$ cat src/rtl/rtcg_pkg.sv
package rtcg_pkg;

	////////////////////////////////////////////////////////////////////////////
	// register indices; the byte address on apb is four times the index
	localparam logic [15:0] IDX_CLC   = 16'hf0c8; // clock gate control
	localparam logic [15:0] IDX_RELL  = 16'hf0cc; // rtc reload low
	localparam logic [15:0] IDX_RELH  = 16'hf0ce; // rtc reload high
	localparam logic [15:0] IDX_PREL  = 16'hf0d0; // prescale timer reload
	localparam logic [15:0] IDX_PCNT  = 16'hf0d2; // prescale timer count
	localparam logic [15:0] IDX_CNTL  = 16'hf0d4; // rtc count low
	localparam logic [15:0] IDX_CNTH  = 16'hf0d6; // rtc count high
	localparam logic [15:0] IDX_ISNC  = 16'hf1c8; // interrupt sub-node
	localparam logic [15:0] IDX_CON   = 16'hf1cc; // run control

	localparam int unsigned ADDR_W = 18; // byte address width
	localparam int unsigned DATA_W = 32; // apb data width
	localparam int unsigned REG_W  = 16; // register width

	////////////////////////////////////////////////////////////////////////////
	// clock gate control fields
	localparam int unsigned CLC_LOCAL = 0; // local_kernel_off_request
	localparam int unsigned CLC_STAT  = 1; // kernel_off_status
	localparam int unsigned CLC_SUSP  = 2; // debug_suspend_enable
	localparam int unsigned CLC_EXTG  = 3; // external_off_gate
	localparam logic [15:0] CLC_RST   = 16'h0000;

	// run control fields
	localparam int unsigned CON_RUN   = 0;  // count_run
	localparam int unsigned CON_PRE   = 1;  // input_prescaler_on
	localparam int unsigned CON_DEC   = 2;  // prescale_timer_step_down
	localparam int unsigned CON_INC   = 3;  // prescale_timer_step_up
	localparam int unsigned CON_ACC   = 15; // sync_access_ok
	localparam logic [15:0] CON_RST   = 16'h0003;

	// interrupt sub-node: enable at even bit, pending at odd bit
	localparam int unsigned ISNC_W    = 10;
	localparam int unsigned NSRC      = 4; // further sources beside overflow
	localparam logic [9:0]  ISNC_RST  = 10'h000;

	// input prescaler division factor
	localparam int unsigned PRE_DIV_DEF = 8;

	////////////////////////////////////////////////////////////////////////////
	// apb request from the master
	typedef struct packed {
		logic              psel;
		logic              penable;
		logic              pwrite;
		logic [ADDR_W-1:0] paddr;
		logic [DATA_W-1:0] pwdata;
	} rtcg_apb_req_t;

endpackage : rtcg_pkg

$ cat src/rtl/rtcg_ctrl_regs.sv
// Notes on behaviour
// central or local off request disables kernel
// kernel runs only when both requests clear
// off request sets status, gates kernel clock
// bus and clock control stay alive when off
// while off, only clock control accepts writes
// clock control layout, upper bits zero, reset zero
// external off request honoured when gate bit 0
// suspend enable lets debug freeze the kernel
// run bit stops or runs counting
// prescaler bit inserts divider into count path
// step down bit decrements timer, self clears
// step up bit increments timer, self clears
// access bit one when sync access possible
// clock control always readable and writable
// reset sets run and prescaler bits
// timer overflow gives count pulse and event
// sub-node holds five enable/pending pairs
// pending set by hardware, set beats write
// enable bit zero blocks its source
// software clears pending flags itself
// enabled pending sources merge to one request
// status clears, clock resumes when request ends
//
// Register access over APB was left to the implementer.
module rtcg_ctrl_regs
	import rtcg_pkg::*;
#(
	parameter int unsigned PRE_DIV = PRE_DIV_DEF // input prescaler factor
)(
	// clock, reset, enable
	input  wire logic          i_clk_sys,
	input  wire logic          i_rst_n,
	input  wire logic          i_clk_en,
	// apb slave
	input  wire rtcg_apb_req_t i_apb,
	output logic [DATA_W-1:0]  o_prdata,
	output logic               o_pready,
	output logic               o_pslverr,
	// system and debug requests
	input  wire logic          i_central_kernel_off_request,
	input  wire logic          i_ext_off_request,
	input  wire logic          i_debug_suspend,
	// count input and interrupt sources
	input  wire logic          i_ref_tick,
	input  wire logic [NSRC-1:0] i_src_event,
	// kernel and interrupt outputs
	output logic               o_kernel_clk_en,
	output logic               o_kernel_off_status,
	output logic               o_count_pulse,
	output logic               o_irq
);

	localparam int unsigned PRE_W = (PRE_DIV > 1) ? $clog2(PRE_DIV) : 1;
	localparam logic [PRE_W-1:0] PRE_LAST = PRE_W'(PRE_DIV - 1);

	////////////////////////////////////////////////////////////////////////////
	// all state of the block
	typedef struct packed {
		logic [2:0]        ext_sync;   // external off request synchroniser
		logic              ext_lvl;    // filtered external request
		logic [2:0]        tick_sync;  // count input synchroniser
		logic              tick_lvl;   // filtered count input
		logic              clc_local;  // local off request
		logic              clc_stat;   // off status
		logic              clc_susp;   // debug suspend enable
		logic              clc_extg;   // external off gate
		logic              con_run;    // run bit
		logic              con_pre;    // prescaler on
		logic              con_dec;    // pending step down
		logic              con_inc;    // pending step up
		logic [ISNC_W-1:0] isnc;       // sub-node enables and pendings
		logic [REG_W-1:0]  prel;       // prescale timer reload
		logic [REG_W-1:0]  pcnt;       // prescale timer count
		logic [3:0][REG_W-1:0] aux;    // rtc reload and count words
		logic [PRE_W-1:0]  pre_cnt;    // input prescaler count
		logic              kclk_en;    // kernel clock gate enable
		logic              cnt_pulse;  // count input to main counter
		logic              irq;        // merged interrupt request
		logic              pready;     // apb answer
		logic              pslverr;    // apb error
		logic [DATA_W-1:0] prdata;     // apb read data
	} rtcg_state_t;

	rtcg_state_t st_ff;   // registered state
	rtcg_state_t nxt_st;  // next state

	// decoded conditions; setup, commit, wr_ok and ovf are read by the assertions as well
	logic eff_off;   // effective kernel off request
	logic setup;     // apb setup cycle
	logic commit;    // apb access completes at this edge
	logic wr_ok;     // write accepted at this edge
	logic tick_rise; // filtered rising edge of count input
	logic irq_any;   // some enabled source pending
	logic ovf;       // prescale timer overflow this cycle

	////////////////////////////////////////////////////////////////////////////
	// byte address of a register index
	function automatic logic [ADDR_W-1:0] badr(input logic [15:0] idx);
		badr = {idx, 2'b00};
	endfunction : badr

	// true when the address names rtc word k of the four
	function automatic logic aux_hit(input logic [ADDR_W-1:0] a, input int k);
		logic [15:0] idx;
		idx = (k == 0) ? IDX_RELL : (k == 1) ? IDX_RELH :
		      (k == 2) ? IDX_CNTL : IDX_CNTH;
		aux_hit = (a == badr(idx));
	endfunction : aux_hit

	// read word of a register; bit 16 tells if mapped
	function automatic logic [16:0] rd_word(input logic [ADDR_W-1:0] a,
	                                        input rtcg_state_t s);
		rd_word = '0;
		if (a == badr(IDX_CLC))
		begin
			// bits 15..4 read zero
			rd_word = {1'b1, 12'h000, s.clc_extg, s.clc_susp, s.clc_stat,
			           s.clc_local};
		end
		else if (a == badr(IDX_CON))
		begin
			// access bit: synchronous access only while off status is clear, debug freeze ignored
			rd_word = {1'b1, ~s.clc_stat, 11'h000, s.con_inc, s.con_dec,
			           s.con_pre, s.con_run};
		end
		else if (a == badr(IDX_ISNC))
		begin
			rd_word = {1'b1, 6'h00, s.isnc};
		end
		else if (a == badr(IDX_PREL))
		begin
			rd_word = {1'b1, s.prel};
		end
		else if (a == badr(IDX_PCNT))
		begin
			rd_word = {1'b1, s.pcnt};
		end
		else
		begin
			for (int k = 0; k < 4; k++)
			begin
				if (aux_hit(a, k))
				begin
					rd_word = {1'b1, s.aux[k]};
				end
			end
		end
	endfunction : rd_word

	////////////////////////////////////////////////////////////////////////////
	// next state logic
	always_comb
	begin
		logic [16:0] rw;   // decoded read word
		logic        mapped;
		logic [REG_W-1:0] wd; // low half of write data
		rw     = '0;
		mapped = 1'b0;
		wd     = i_apb.pwdata[REG_W-1:0];
		nxt_st = st_ff;
		ovf    = 1'b0;

		// pins pass three flops; level moves when last two agree
		nxt_st.ext_sync  = {st_ff.ext_sync[1:0], i_ext_off_request};
		nxt_st.tick_sync = {st_ff.tick_sync[1:0], i_ref_tick};
		if (st_ff.ext_sync[2] == st_ff.ext_sync[1])
		begin
			nxt_st.ext_lvl = st_ff.ext_sync[2];
		end
		if (st_ff.tick_sync[2] == st_ff.tick_sync[1])
		begin
			nxt_st.tick_lvl = st_ff.tick_sync[2];
		end
		tick_rise = (st_ff.tick_sync[2] == st_ff.tick_sync[1]) &&
		            st_ff.tick_sync[2] && !st_ff.tick_lvl;

		// ored off requests; external one only when gate bit is zero
		eff_off = i_central_kernel_off_request | st_ff.clc_local |
		          (st_ff.ext_lvl & ~st_ff.clc_extg);
		nxt_st.clc_stat = eff_off;
		// debug may also freeze the kernel, but only if allowed
		nxt_st.kclk_en  = ~eff_off &
		                  ~(st_ff.clc_susp & i_debug_suspend);

		// kernel logic runs only under the gated clock
		nxt_st.cnt_pulse = 1'b0;
		if (st_ff.kclk_en)
		begin
			if (st_ff.con_inc)
			begin
				nxt_st.pcnt    = st_ff.pcnt + 16'h0001;
				nxt_st.con_inc = 1'b0;
			end
			else if (st_ff.con_dec)
			begin
				nxt_st.pcnt    = st_ff.pcnt - 16'h0001;
				nxt_st.con_dec = 1'b0;
			end
			else if (st_ff.con_run && tick_rise)
			begin
				// prescaler swallows ticks until its last one
				if (st_ff.con_pre && (st_ff.pre_cnt != PRE_LAST))
				begin
					nxt_st.pre_cnt = st_ff.pre_cnt + PRE_W'(1);
				end
				else
				begin
					nxt_st.pre_cnt = '0;
					if (st_ff.pcnt == 16'hffff)
					begin
						// overflow reloads and feeds the main counter
						nxt_st.pcnt      = st_ff.prel;
						nxt_st.cnt_pulse = 1'b1;
						ovf              = 1'b1;
					end
					else
					begin
						nxt_st.pcnt = st_ff.pcnt + 16'h0001;
					end
				end
			end
		end

		// apb: answer one cycle into the access phase
		setup  = i_apb.psel & ~i_apb.penable;
		commit = i_apb.psel & i_apb.penable & st_ff.pready;
		nxt_st.pready = i_apb.psel & i_apb.penable & ~st_ff.pready;
		rw     = rd_word(i_apb.paddr, st_ff);
		mapped = rw[16];
		if (setup)
		begin
			// refused writes and holes answer with an error
			nxt_st.prdata  = {16'h0000, rw[15:0]};
			nxt_st.pslverr = ~mapped | (i_apb.pwrite & st_ff.clc_stat &
			                 (i_apb.paddr != badr(IDX_CLC)));
		end
		// clock control takes writes even when off
		wr_ok = commit & i_apb.pwrite & mapped &
		        (~st_ff.clc_stat | (i_apb.paddr == badr(IDX_CLC)));

		// bus writes come after the kernel so the bus wins on the timer
		if (wr_ok)
		begin
			if (i_apb.paddr == badr(IDX_CLC))
			begin
				nxt_st.clc_local = wd[CLC_LOCAL];
				nxt_st.clc_susp  = wd[CLC_SUSP];
				nxt_st.clc_extg  = wd[CLC_EXTG];
			end
			else if (i_apb.paddr == badr(IDX_CON))
			begin
				nxt_st.con_run = wd[CON_RUN];
				nxt_st.con_pre = wd[CON_PRE];
				nxt_st.con_dec = wd[CON_DEC];
				nxt_st.con_inc = wd[CON_INC];
			end
			else if (i_apb.paddr == badr(IDX_ISNC))
			begin
				nxt_st.isnc = wd[ISNC_W-1:0];
			end
			else if (i_apb.paddr == badr(IDX_PREL))
			begin
				nxt_st.prel = wd;
			end
			else if (i_apb.paddr == badr(IDX_PCNT))
			begin
				nxt_st.pcnt = wd;
			end
			else
			begin
				for (int k = 0; k < 4; k++)
				begin
					if (aux_hit(i_apb.paddr, k))
					begin
						nxt_st.aux[k] = wd;
					end
				end
			end
		end

		// hardware sets after the write, so a set is never lost
		nxt_st.isnc[1] = nxt_st.isnc[1] | ovf;
		for (int k = 0; k < NSRC; k++)
		begin
			nxt_st.isnc[2*k+3] = nxt_st.isnc[2*k+3] | i_src_event[k];
		end

		// merge enabled pendings into one node request
		irq_any = 1'b0;
		for (int k = 0; k <= NSRC; k++)
		begin
			irq_any = irq_any | (st_ff.isnc[2*k] & st_ff.isnc[2*k+1]);
		end
		nxt_st.irq = irq_any;
	end

	////////////////////////////////////////////////////////////////////////////
	// state register; low clock enable freezes everything
	always_ff @(posedge i_clk_sys or negedge i_rst_n)
	begin
		if (!i_rst_n)
		begin
			st_ff           <= '0;
			st_ff.clc_local <= CLC_RST[CLC_LOCAL];
			st_ff.con_run   <= CON_RST[CON_RUN];
			st_ff.con_pre   <= CON_RST[CON_PRE];
			st_ff.isnc      <= ISNC_RST;
		end
		else if (i_clk_en)
		begin
			st_ff <= nxt_st;
		end
	end

	// outputs straight from flops
	assign o_prdata            = st_ff.prdata;
	assign o_pready            = st_ff.pready;
	assign o_pslverr           = st_ff.pslverr;
	assign o_kernel_clk_en     = st_ff.kclk_en;
	assign o_kernel_off_status = st_ff.clc_stat;
	assign o_count_pulse       = st_ff.cnt_pulse;
	assign o_irq               = st_ff.irq;
endmodule : rtcg_ctrl_regs

$ cat config.mk
export PLATFORM = sky130hd
export DESIGN_NAME = rtcg_ctrl_regs
export DESIGN_NICKNAME = d
export VERILOG_FILES = /design/src/rtl/rtcg_pkg.sv /design/src/rtl/rtcg_ctrl_regs.sv
export SDC_FILE = /design/constraint.sdc
export NUM_CORES = 1
export LEC_CHECK = 0
export ABC_AREA = 1
export BUFFER_PORTS_ARGS = -buffer_cell sky130_fd_sc_hd__buf_2
export CELL_PAD_IN_SITES_DETAIL_PLACEMENT = 1
export CELL_PAD_IN_SITES_GLOBAL_PLACEMENT = 1
export CORE_MARGIN = 2
export CORE_UTILIZATION = 39
export DETAILED_ROUTE_END_ITERATION = 16
export HOLD_SLACK_MARGIN = 0.02
export PLACE_DENSITY = 0.8
export SKIP_LAST_GASP = 1
export SLEW_MARGIN = 20
export SYNTH_ARGS = -nofsm -noshare
export SYNTH_HDL_FRONTEND = slang
export SYNTH_SLANG_ARGS = --single-unit
$ cat constraint.sdc
create_clock -name i_clk_sys -period 1.8 [get_ports i_clk_sys]
set_input_delay 0.27 -clock i_clk_sys [delete_from_list [all_inputs] [get_ports i_clk_sys]]
set_output_delay 0.27 -clock i_clk_sys [all_outputs]
set_load 0.02 [all_outputs]
# After elaboration in Yosys (flattened, before gate mapping)
# Cells that the tools add are included.
# op_classes
add_sub_neg	3
n_eq_ne	14
muxes	38
n_bitwise	44
reduce_logical	17
# ops
op	n
$mux 108	2
$mux 16	12
$eq 18x18->1 const B	9
$mux 17	9
$mux 106	1
$mux 96	1
$mux 80	1
$mux 64	1
$reduce_and 8->1	4
$ne 18x18->1 const B	1
$and 1x1->1	17
$add 16x1->16 const B	1
$eq 16x16->1 const B	1
$sub 16x1->16 const B	1
$not 1->1	14
$or 1x1->1	13
$mux 10	1
$reduce_and 5->1	2
$mux 1	7
$reduce_and 2->1	3
$reduce_and 6->1	1
$logic_and 1x1->1	4
$mux 2	2
$reduce_and 4->1	1
6 further kinds	7
# word_totals
register_bits	146
in_bits	64
elab_cells	143

# Depth between registers and ports, before layout
# Gate-level depths: netlist of the first run.
# logic_depth
depth_word	15
ltp_mapped	16
depth_no_buf	16

# Worst setup path before layout of the first run
# No wires, ideal clock.
# synth_timing
kind	register to register
from	register st_ff[37] (netlist name)
to	register st_ff[109] (netlist name)
setup_ns	0.117
t_arrival_ns	1.749
required_ns	1.683
slack_ns	-0.065
stages_incl_launch_ff	14
path_cell_list	dfrtp_1 > ha_1 > ha_1 > o21ai_2 > inv_1 > buf_2 > o21ai_1 > nand2_1 > nand2_1 > nand2_1 > nand2_1 > nand2_1 > nand2_1 > nand2_1
# synth_between
elab_chain_cells	13
# synth_rtl
element	line	rtl
start: declaration	rtcg_ctrl_regs.sv:85	rtcg_state_t st_ff;
start signal: assignment	rtcg_ctrl_regs.sv:312	st_ff <= nxt_st;
$ne 3x3->1 *	rtcg_ctrl_regs.sv:203	if (st_ff.con_pre && (st_ff.pre_cnt != PRE_LAST))
$logic_and 1x1->1 *	rtcg_ctrl_regs.sv:203	
$mux 16 *	rtcg_ctrl_regs.sv:203	
$mux 16 *	rtcg_ctrl_regs.sv:200	else if (st_ff.con_run && tick_rise)
$mux 16 *	rtcg_ctrl_regs.sv:195	else if (st_ff.con_dec)
$mux 16 *	rtcg_ctrl_regs.sv:190	if (st_ff.con_inc)
$mux 16 *	rtcg_ctrl_regs.sv:188	if (st_ff.kclk_en)
$mux 16	rtcg_ctrl_regs.sv:266	else if (i_apb.paddr == badr(IDX_PCNT))
$mux 80	rtcg_ctrl_regs.sv:262	else if (i_apb.paddr == badr(IDX_PREL))
$mux 96	rtcg_ctrl_regs.sv:258	else if (i_apb.paddr == badr(IDX_ISNC))
$mux 106	rtcg_ctrl_regs.sv:251	else if (i_apb.paddr == badr(IDX_CON))
$mux 108	rtcg_ctrl_regs.sv:245	if (i_apb.paddr == badr(IDX_CLC))
$mux 108 *	rtcg_ctrl_regs.sv:243	if (wr_ok)
# Mark *: on every way between the ends. The rest lies on a longest branch, timed or not.
# A chain may end at the register's enable or synchronous reset.

# Final worst setup path of the first run
# layout_timing
from	register st_ff[104] (netlist name)
to	register st_ff[118] (netlist name)
# layout_between
elab_chain_cells	13
# layout_rtl
element	line	rtl
$add 16x1->16 / $eq 16x16->1 (equally long branches)	rtcg_ctrl_regs.sv:192, rtcg_ctrl_regs.sv:219, rtcg_ctrl_regs.sv:210	
$mux 16	rtcg_ctrl_regs.sv:210	if (st_ff.pcnt == 16'hffff)
$mux 16	rtcg_ctrl_regs.sv:203	
$mux 16	rtcg_ctrl_regs.sv:200	
$mux 16	rtcg_ctrl_regs.sv:195	
$mux 16 *	rtcg_ctrl_regs.sv:190	
$mux 16 *	rtcg_ctrl_regs.sv:188	
$mux 16	rtcg_ctrl_regs.sv:266	
$mux 80	rtcg_ctrl_regs.sv:262	
$mux 96	rtcg_ctrl_regs.sv:258	
$mux 106	rtcg_ctrl_regs.sv:251	
$mux 108	rtcg_ctrl_regs.sv:245	
$mux 108 *	rtcg_ctrl_regs.sv:243	
# Marked as above.

==> results of run 1 <==
==> layout make-up <==
class                   instances  area [um2]
clock buffers                  18         439
well taps                     324         405
flip-flops and latches        146        3660
inverters                     255         971
fillers                      3094       11900
clock inverters                14         170
repair buffers                248        1960
multi-input cells             925        4840
==> critical path: stages (launching register included) <==
cell and delay, ns:
dfrtp_2 0.46, ha_4 0.21, nand2_2 0.09, buf_4 0.14, buf_4 0.15, nor2_1 0.17, nand2_1 0.14, nand3_2 0.10
nand3_1 0.09, nand2_1 0.08, nand2_1 0.06, nand2_1 0.05, nand2_1 0.04, nand2_1 0.05, nand2_1 0.04, nand2_1 0.05
==> logic make-up after synthesis <==
| family | share of synthesized area (%) |
|---|---|
| flops | 37.8 |
| other cells | 0.0388 |
| buf+inv | 16.5 |
| compound gates | 14.8 |
| xor+xnor | 0.906 |
| simple gates | 29.2 |
| fa+ha+maj | 0.647 |
==> per-stage QoR <==
step / utilization, % / hold slack [ns]
after floorplan: - / -0.0256
after global placement: 45.9 / 0.221
after detailed placement: 45.9 / 0.217
after CTS: 50.0 / 0.0214
after global routing: 51.2 / 0.0290
final: 51.2 / 0.0273
==> cells in the final DEF (no fill, tap or decap), drive strengths merged <==
master / n
bufinv: 1
o31ai: 1
nand3b: 9
buf: 247
nand3: 65
clkbuf: 18
nand2: 435
clkinv: 12
o22ai: 9
nor2: 87
ha: 5
dfstp: 2
dlygate4sd3: 1
a21oi: 90
o21ai: 149
inv: 253
clkinvlp: 3
nor3: 7
o221ai: 1
a32oi: 1
o211ai: 1
nand4: 23
a221oi: 4
conb: 16
xor2: 9
xnor2: 1
a22o: 1
a211oi: 1
o21bai: 1
o2111ai: 6
a31oi: 2
dfrtp: 144
or2: 1
==> how the worst max path moves through the flow <==
stage                             to  cells past startpoint
final                     st_ff[118]                     15
after global routing      st_ff[118]                     15
after CTS                 st_ff[110]                     13
after detailed placement   st_ff[79]                     13
after global placement     st_ff[78]                     12
after floorplan           st_ff[109]                     13
==> power by group through the flow <==
| stage | Sequential, mW | Clock (mW) | Combinational [mW] |
|---|---|---|---|
| 2_1_floorplan | 3.54 | 0 | 1.20 |
| 6_report | 3.53 | 3.71 | 2.80 |
| 5_1_grt | 3.54 | 3.88 | 3.05 |
| 3_5_place_dp | 3.57 | 0 | 2.20 |
| 3_3_place_gp | 3.56 | 0 | 2.13 |
| 4_1_cts | 3.51 | 3.76 | 2.57 |
==> metal layers <==
metal  vias up  routed length, um  track usage, %
met2       302              17800            47.6
met4         0               1070            10.3
met5         -                  0               0
met3        72               1800            3.75
met1      5055              15300            35.2
li1       4719                  -               -
==> state kept, by name, indices dropped and copies added (netlist names) <==
register,cells
nxt_st,4
o_count_pulse,1
o_irq,1
o_kernel_clk_en,1
o_kernel_off_status,1
o_prdata,16
o_pready,1
o_pslverr,1
st_ff,120
==> repair_timing <==
item / 4_1_cts / 5_1_grt
setup buffers: 21 / 8
setup endpoints to repair: 17 / 86
hold buffers: 1 / 0
hold endpoints to repair: 37 / 0
resized for setup: 65 / 62
pin swaps: 22 / 29
gates cloned: 0 / 1
==> metrics.cfg, run 1 <==
[timing]
worst_pin_slew_ns=0.513
fmax_mhz=502
slew_headroom_pct=65.8
tns_ns=-1.17
fin_skew_ns=0.0123
drv_slew=0
grt_setup_unrepaired=yes
worst_slack_ns=-0.192
fin_crit_ns=1.99
setup_viol=13
hold_viol_final=0
period_share_pct=111

[cts]
clock_latency_ns=0.44
cts_tree=done
cts_root_buffer=clkbuf_16
cts_max_level=4
clkTransAtPathRegs_ns=0.07
cts-buffers-inserted=17
clockBufferDepth=2
cts_sinks=146

[critical_path]
crit_fanout=4
criticalPathCategory=register to register
end_kind=register
cp.arrival_ns=2.36
critPathRequiredTime_ns=2.17
r2r_cells=15
reg2reg_to=st_ff[118]
crit_start=st_ff[104]
startpoint_type=register
reg2reg_slack_ns=-0.19
reg2reg_from=st_ff[104]

[drt]
firstDrtPassIters=5
num_vias=10100
viasPerCell=5.26
drc=0
postRouteAntennaNets=0
post_drt_wl_per_cell_um=18.6
drt_iter0_drc=605
drt_wl_total_um=36000

[synthesis]
syn_inst=1400
syn_avg_cell_area_um2=6.90
synth_area_leader_cell=dfrtp_1
post_synth_num_cell_types=50
synth-seq-area-share_pct=37.8
synth_top_area_share_pct=37.3
synth_commonest_cells=nand2_1, inv_1, dfrtp_1
yosysMostFrequentCell=nand2_1
yosysWarnings=0
synth_seq_cells=146
synth-edff-count=0
postSynth.asyncResetShare_pct=100
yosys-top-cells-area=dfrtp_1, nand2_1, inv_1
yosys_most_used_dff=dfrtp_1
syn_area_mm2=0.00967

[placed_design]
gp_congestion=0.911
dp_hpwl_um=24500
io_buffers=69
pre_cts_slack_ns=-0.376
numPlacedInstances=1867
place_area_mm2=0.0112

[run_status]
failed_checks=negative setup slack
outcome=complete, but fails checks

[die]
die-width_um=161
io_pins=102
num_rows=57
die_area_mm2=0.0261
initial_core_util_pct=39.7
core_region_area_mm2=0.0243
die_y_um=161

[finish]
fin_area_mm2=0.0124
layout-drive-gt1-share_pct=25.8
diodes=0
syn2layout_area_growth_pct=28.7
final_nets=1662
finalNonFillerCells=1930

[power]
pwr-share-comb_pct=27.9
swShare_pct=34.7
peakVddDrop_uv=472
p_int_mw=6.56
power_density_mw_per_mm2=807
p_leak_nw=6.51
p_clk_share_pct=37.0
p_sw_mw=3.49
p_seq_share_pct=35.1
power.total_mw=10.0

[run]
drv_cap=0

[worst_hold_path]
hold_end=nxt_st[156]
worstHoldPathType=input port to register
hold_start=i_ref_tick
whs_path_depth=3

[global_routing]
overflow=0
track_usage_pct=27.6
grt_max_degree=47
grt_pass1_wl_um=56300
grt_pass1_vias=10500
antenna_found_initial=0

No activity file was read; power rests on OpenSTA's default activity.
==> run 2, diff against run 1 <==
Settings changed: HOLD_SLACK_MARGIN 0.02 to 0.06.
==> run 2 against run 1 <==
Compared with the run above: the flow still finishes with violations (negative setup slack); critical path type unchanged; routed wire length is essentially flat; core utilization grew 0.082 points; clock power is essentially flat; via count is essentially flat; flip-flop and latch count is the same; first-iteration DRC count grew 5.5%.
==> metrics.cfg, run 2 (synthesis gave the netlist of run 1 again) <==
[global_routing]
track_usage_pct=27.6
antenna_found_initial=0
grt_max_degree=47
grt_pass1_vias=10500
grt_pass1_wl_um=56300
overflow=0

[critical_path]
critPathRequiredTime_ns=2.17
startpoint_type=register
cp.arrival_ns=2.37
crit_chain=ha_4, nand2_2, buf_4, buf_4, nor2_1, nand2_1, nand3_2, nand3_1, nand2_1, nand2_1, nand2_1, nand2_1, nand2_1, nand2_1, nand2_1
crit_fanout=4
criticalPathCategory=register to register
crit_slowest_cell=dfrtp_2
slowest_delay_ns=0.46
end_kind=register
path_common_cell=nand2_1

[power]
power_density_mw_per_mm2=806
peakVddDrop_uv=468
p_leak_nw=6.52
power.total_mw=10.1

[drt]
drt_iter0_drc=638
postRouteAntennaNets=0
drt_wl_total_um=36000
viasPerCell=5.25
post_drt_wl_per_cell_um=18.6
firstDrtPassIters=5
drc=0
num_vias=10200

[timing]
slew_headroom_pct=66.1
worst_slack_ns=-0.192
hold_viol_final=0
timing.hold.ws_ns=0.0836
setup_viol=13
period_share_pct=111
fin_skew_ns=0.0132
grt_setup_unrepaired=yes
fin_crit_ns=1.99
fmax_mhz=502
drv_slew=0
worst_pin_slew_ns=0.509

[cts]
clockBufferDepth=2
cts_tree=done
clock_latency_ns=0.44
cts_sinks=146
cts_max_level=4
cts-buffers-inserted=17
cts_root_buffer=clkbuf_16
clkTransAtPathRegs_ns=0.07

[finish]
final_core_util_pct=51.3
fillCellCount=3092
largest_register=st_ff
largest_reg_flops=120
diodes=0
regArea_mm2=0.00366
final_common_cell=nand2_1
layout-drive-gt1-share_pct=25.8
syn2layout_area_growth_pct=28.9
multi_input_area_mm2=0.00484
final_nets=1664
final_cell_mix=nand2_1, inv_1, buf_4

[run_status]
outcome=complete, but fails checks
failed_checks=negative setup slack

[die]
die_area_mm2=0.0261
initial_core_util_pct=39.7
die_y_um=161
io_pins=102
num_rows=57
die-width_um=161
core_region_area_mm2=0.0243

[placed_design]
io_buffers=69
gp_congestion=0.911
dp_hpwl_um=24500

[worst_hold_path]
worstHoldPathType=input port to register

[run]
drv_cap=0

## run 2: layout make-up
type | instances | share of cell area (%)
Tap cell | 324 | 3.25
Multi-Input combinational cell | 925 | 38.8
Inverter | 255 | 7.79
Clock inverter | 14 | 1.37
Clock buffer | 18 | 3.52
Sequential cell | 146 | 29.4
Timing Repair Buffer | 250 | 15.9
## run 2: report_power, final
part / switching, mW / internal [mW]
combinational: 1.67 / 1.14
sequential: 0.123 / 3.41
clock: 1.70 / 2.01
total: 3.49 / 6.56
## run 2: critical path, delay by kind of cell (launching register included)
family                     cells  cell delay [ns]
DFF                            1             0.46
adders and majority gates      1             0.21
buffers and inverters          2             0.29
and+or+nand+nor               12             0.96
## run 2: metal layers
layer,vias to the layer above,wire [um],GRT usage (%)
met3,80,1880,3.75
met4,0,1090,10.3
li1,4724,-,-
met1,5042,15200,35.2
met5,-,0,0
met2,304,17800,47.6
## run 2: final timing paths
kind	startpoint	endpoint	slack, ns	cells after the start
worst max-delay path	st_ff[104]	st_ff[118]	-0.19	15
worst min-delay path	i_src_event[1]	st_ff[141]	0.08	3
worst max register to register	st_ff[104]	st_ff[118]	-0.19	15
worst min register to register	nxt_st[156]	nxt_st[156]	0.48	2
max in group asynchronous	i_rst_n	st_ff[149]	0.87	3
min in group asynchronous	i_rst_n	st_ff[43]	0.30	2
## run 2: what timing repair did
action / 4_1_cts / 5_1_grt
hold endpoints to repair: 39 / 0
gates cloned: 0 / 1
hold buffers: 3 / 0
setup endpoints to repair: 17 / 86
setup buffers: 21 / 8
pin swaps: 22 / 29
resized for setup: 65 / 62
## run 2: per-stage QoR
step           setup TNS [ns]  instances  worst slack [ns]  instance area (um2)
4_1_cts                -0.313       1923           -0.0652                12200
6_report                -1.14       1932            -0.192                12500
3_5_place_dp           -37.73       1867            -0.376                11200
2_1_floorplan        -0.00388       1415          -0.00388                 9730
5_1_grt                 -3.23       1932            -0.350                12500
3_3_place_gp           -30.22       1867            -0.275                11200
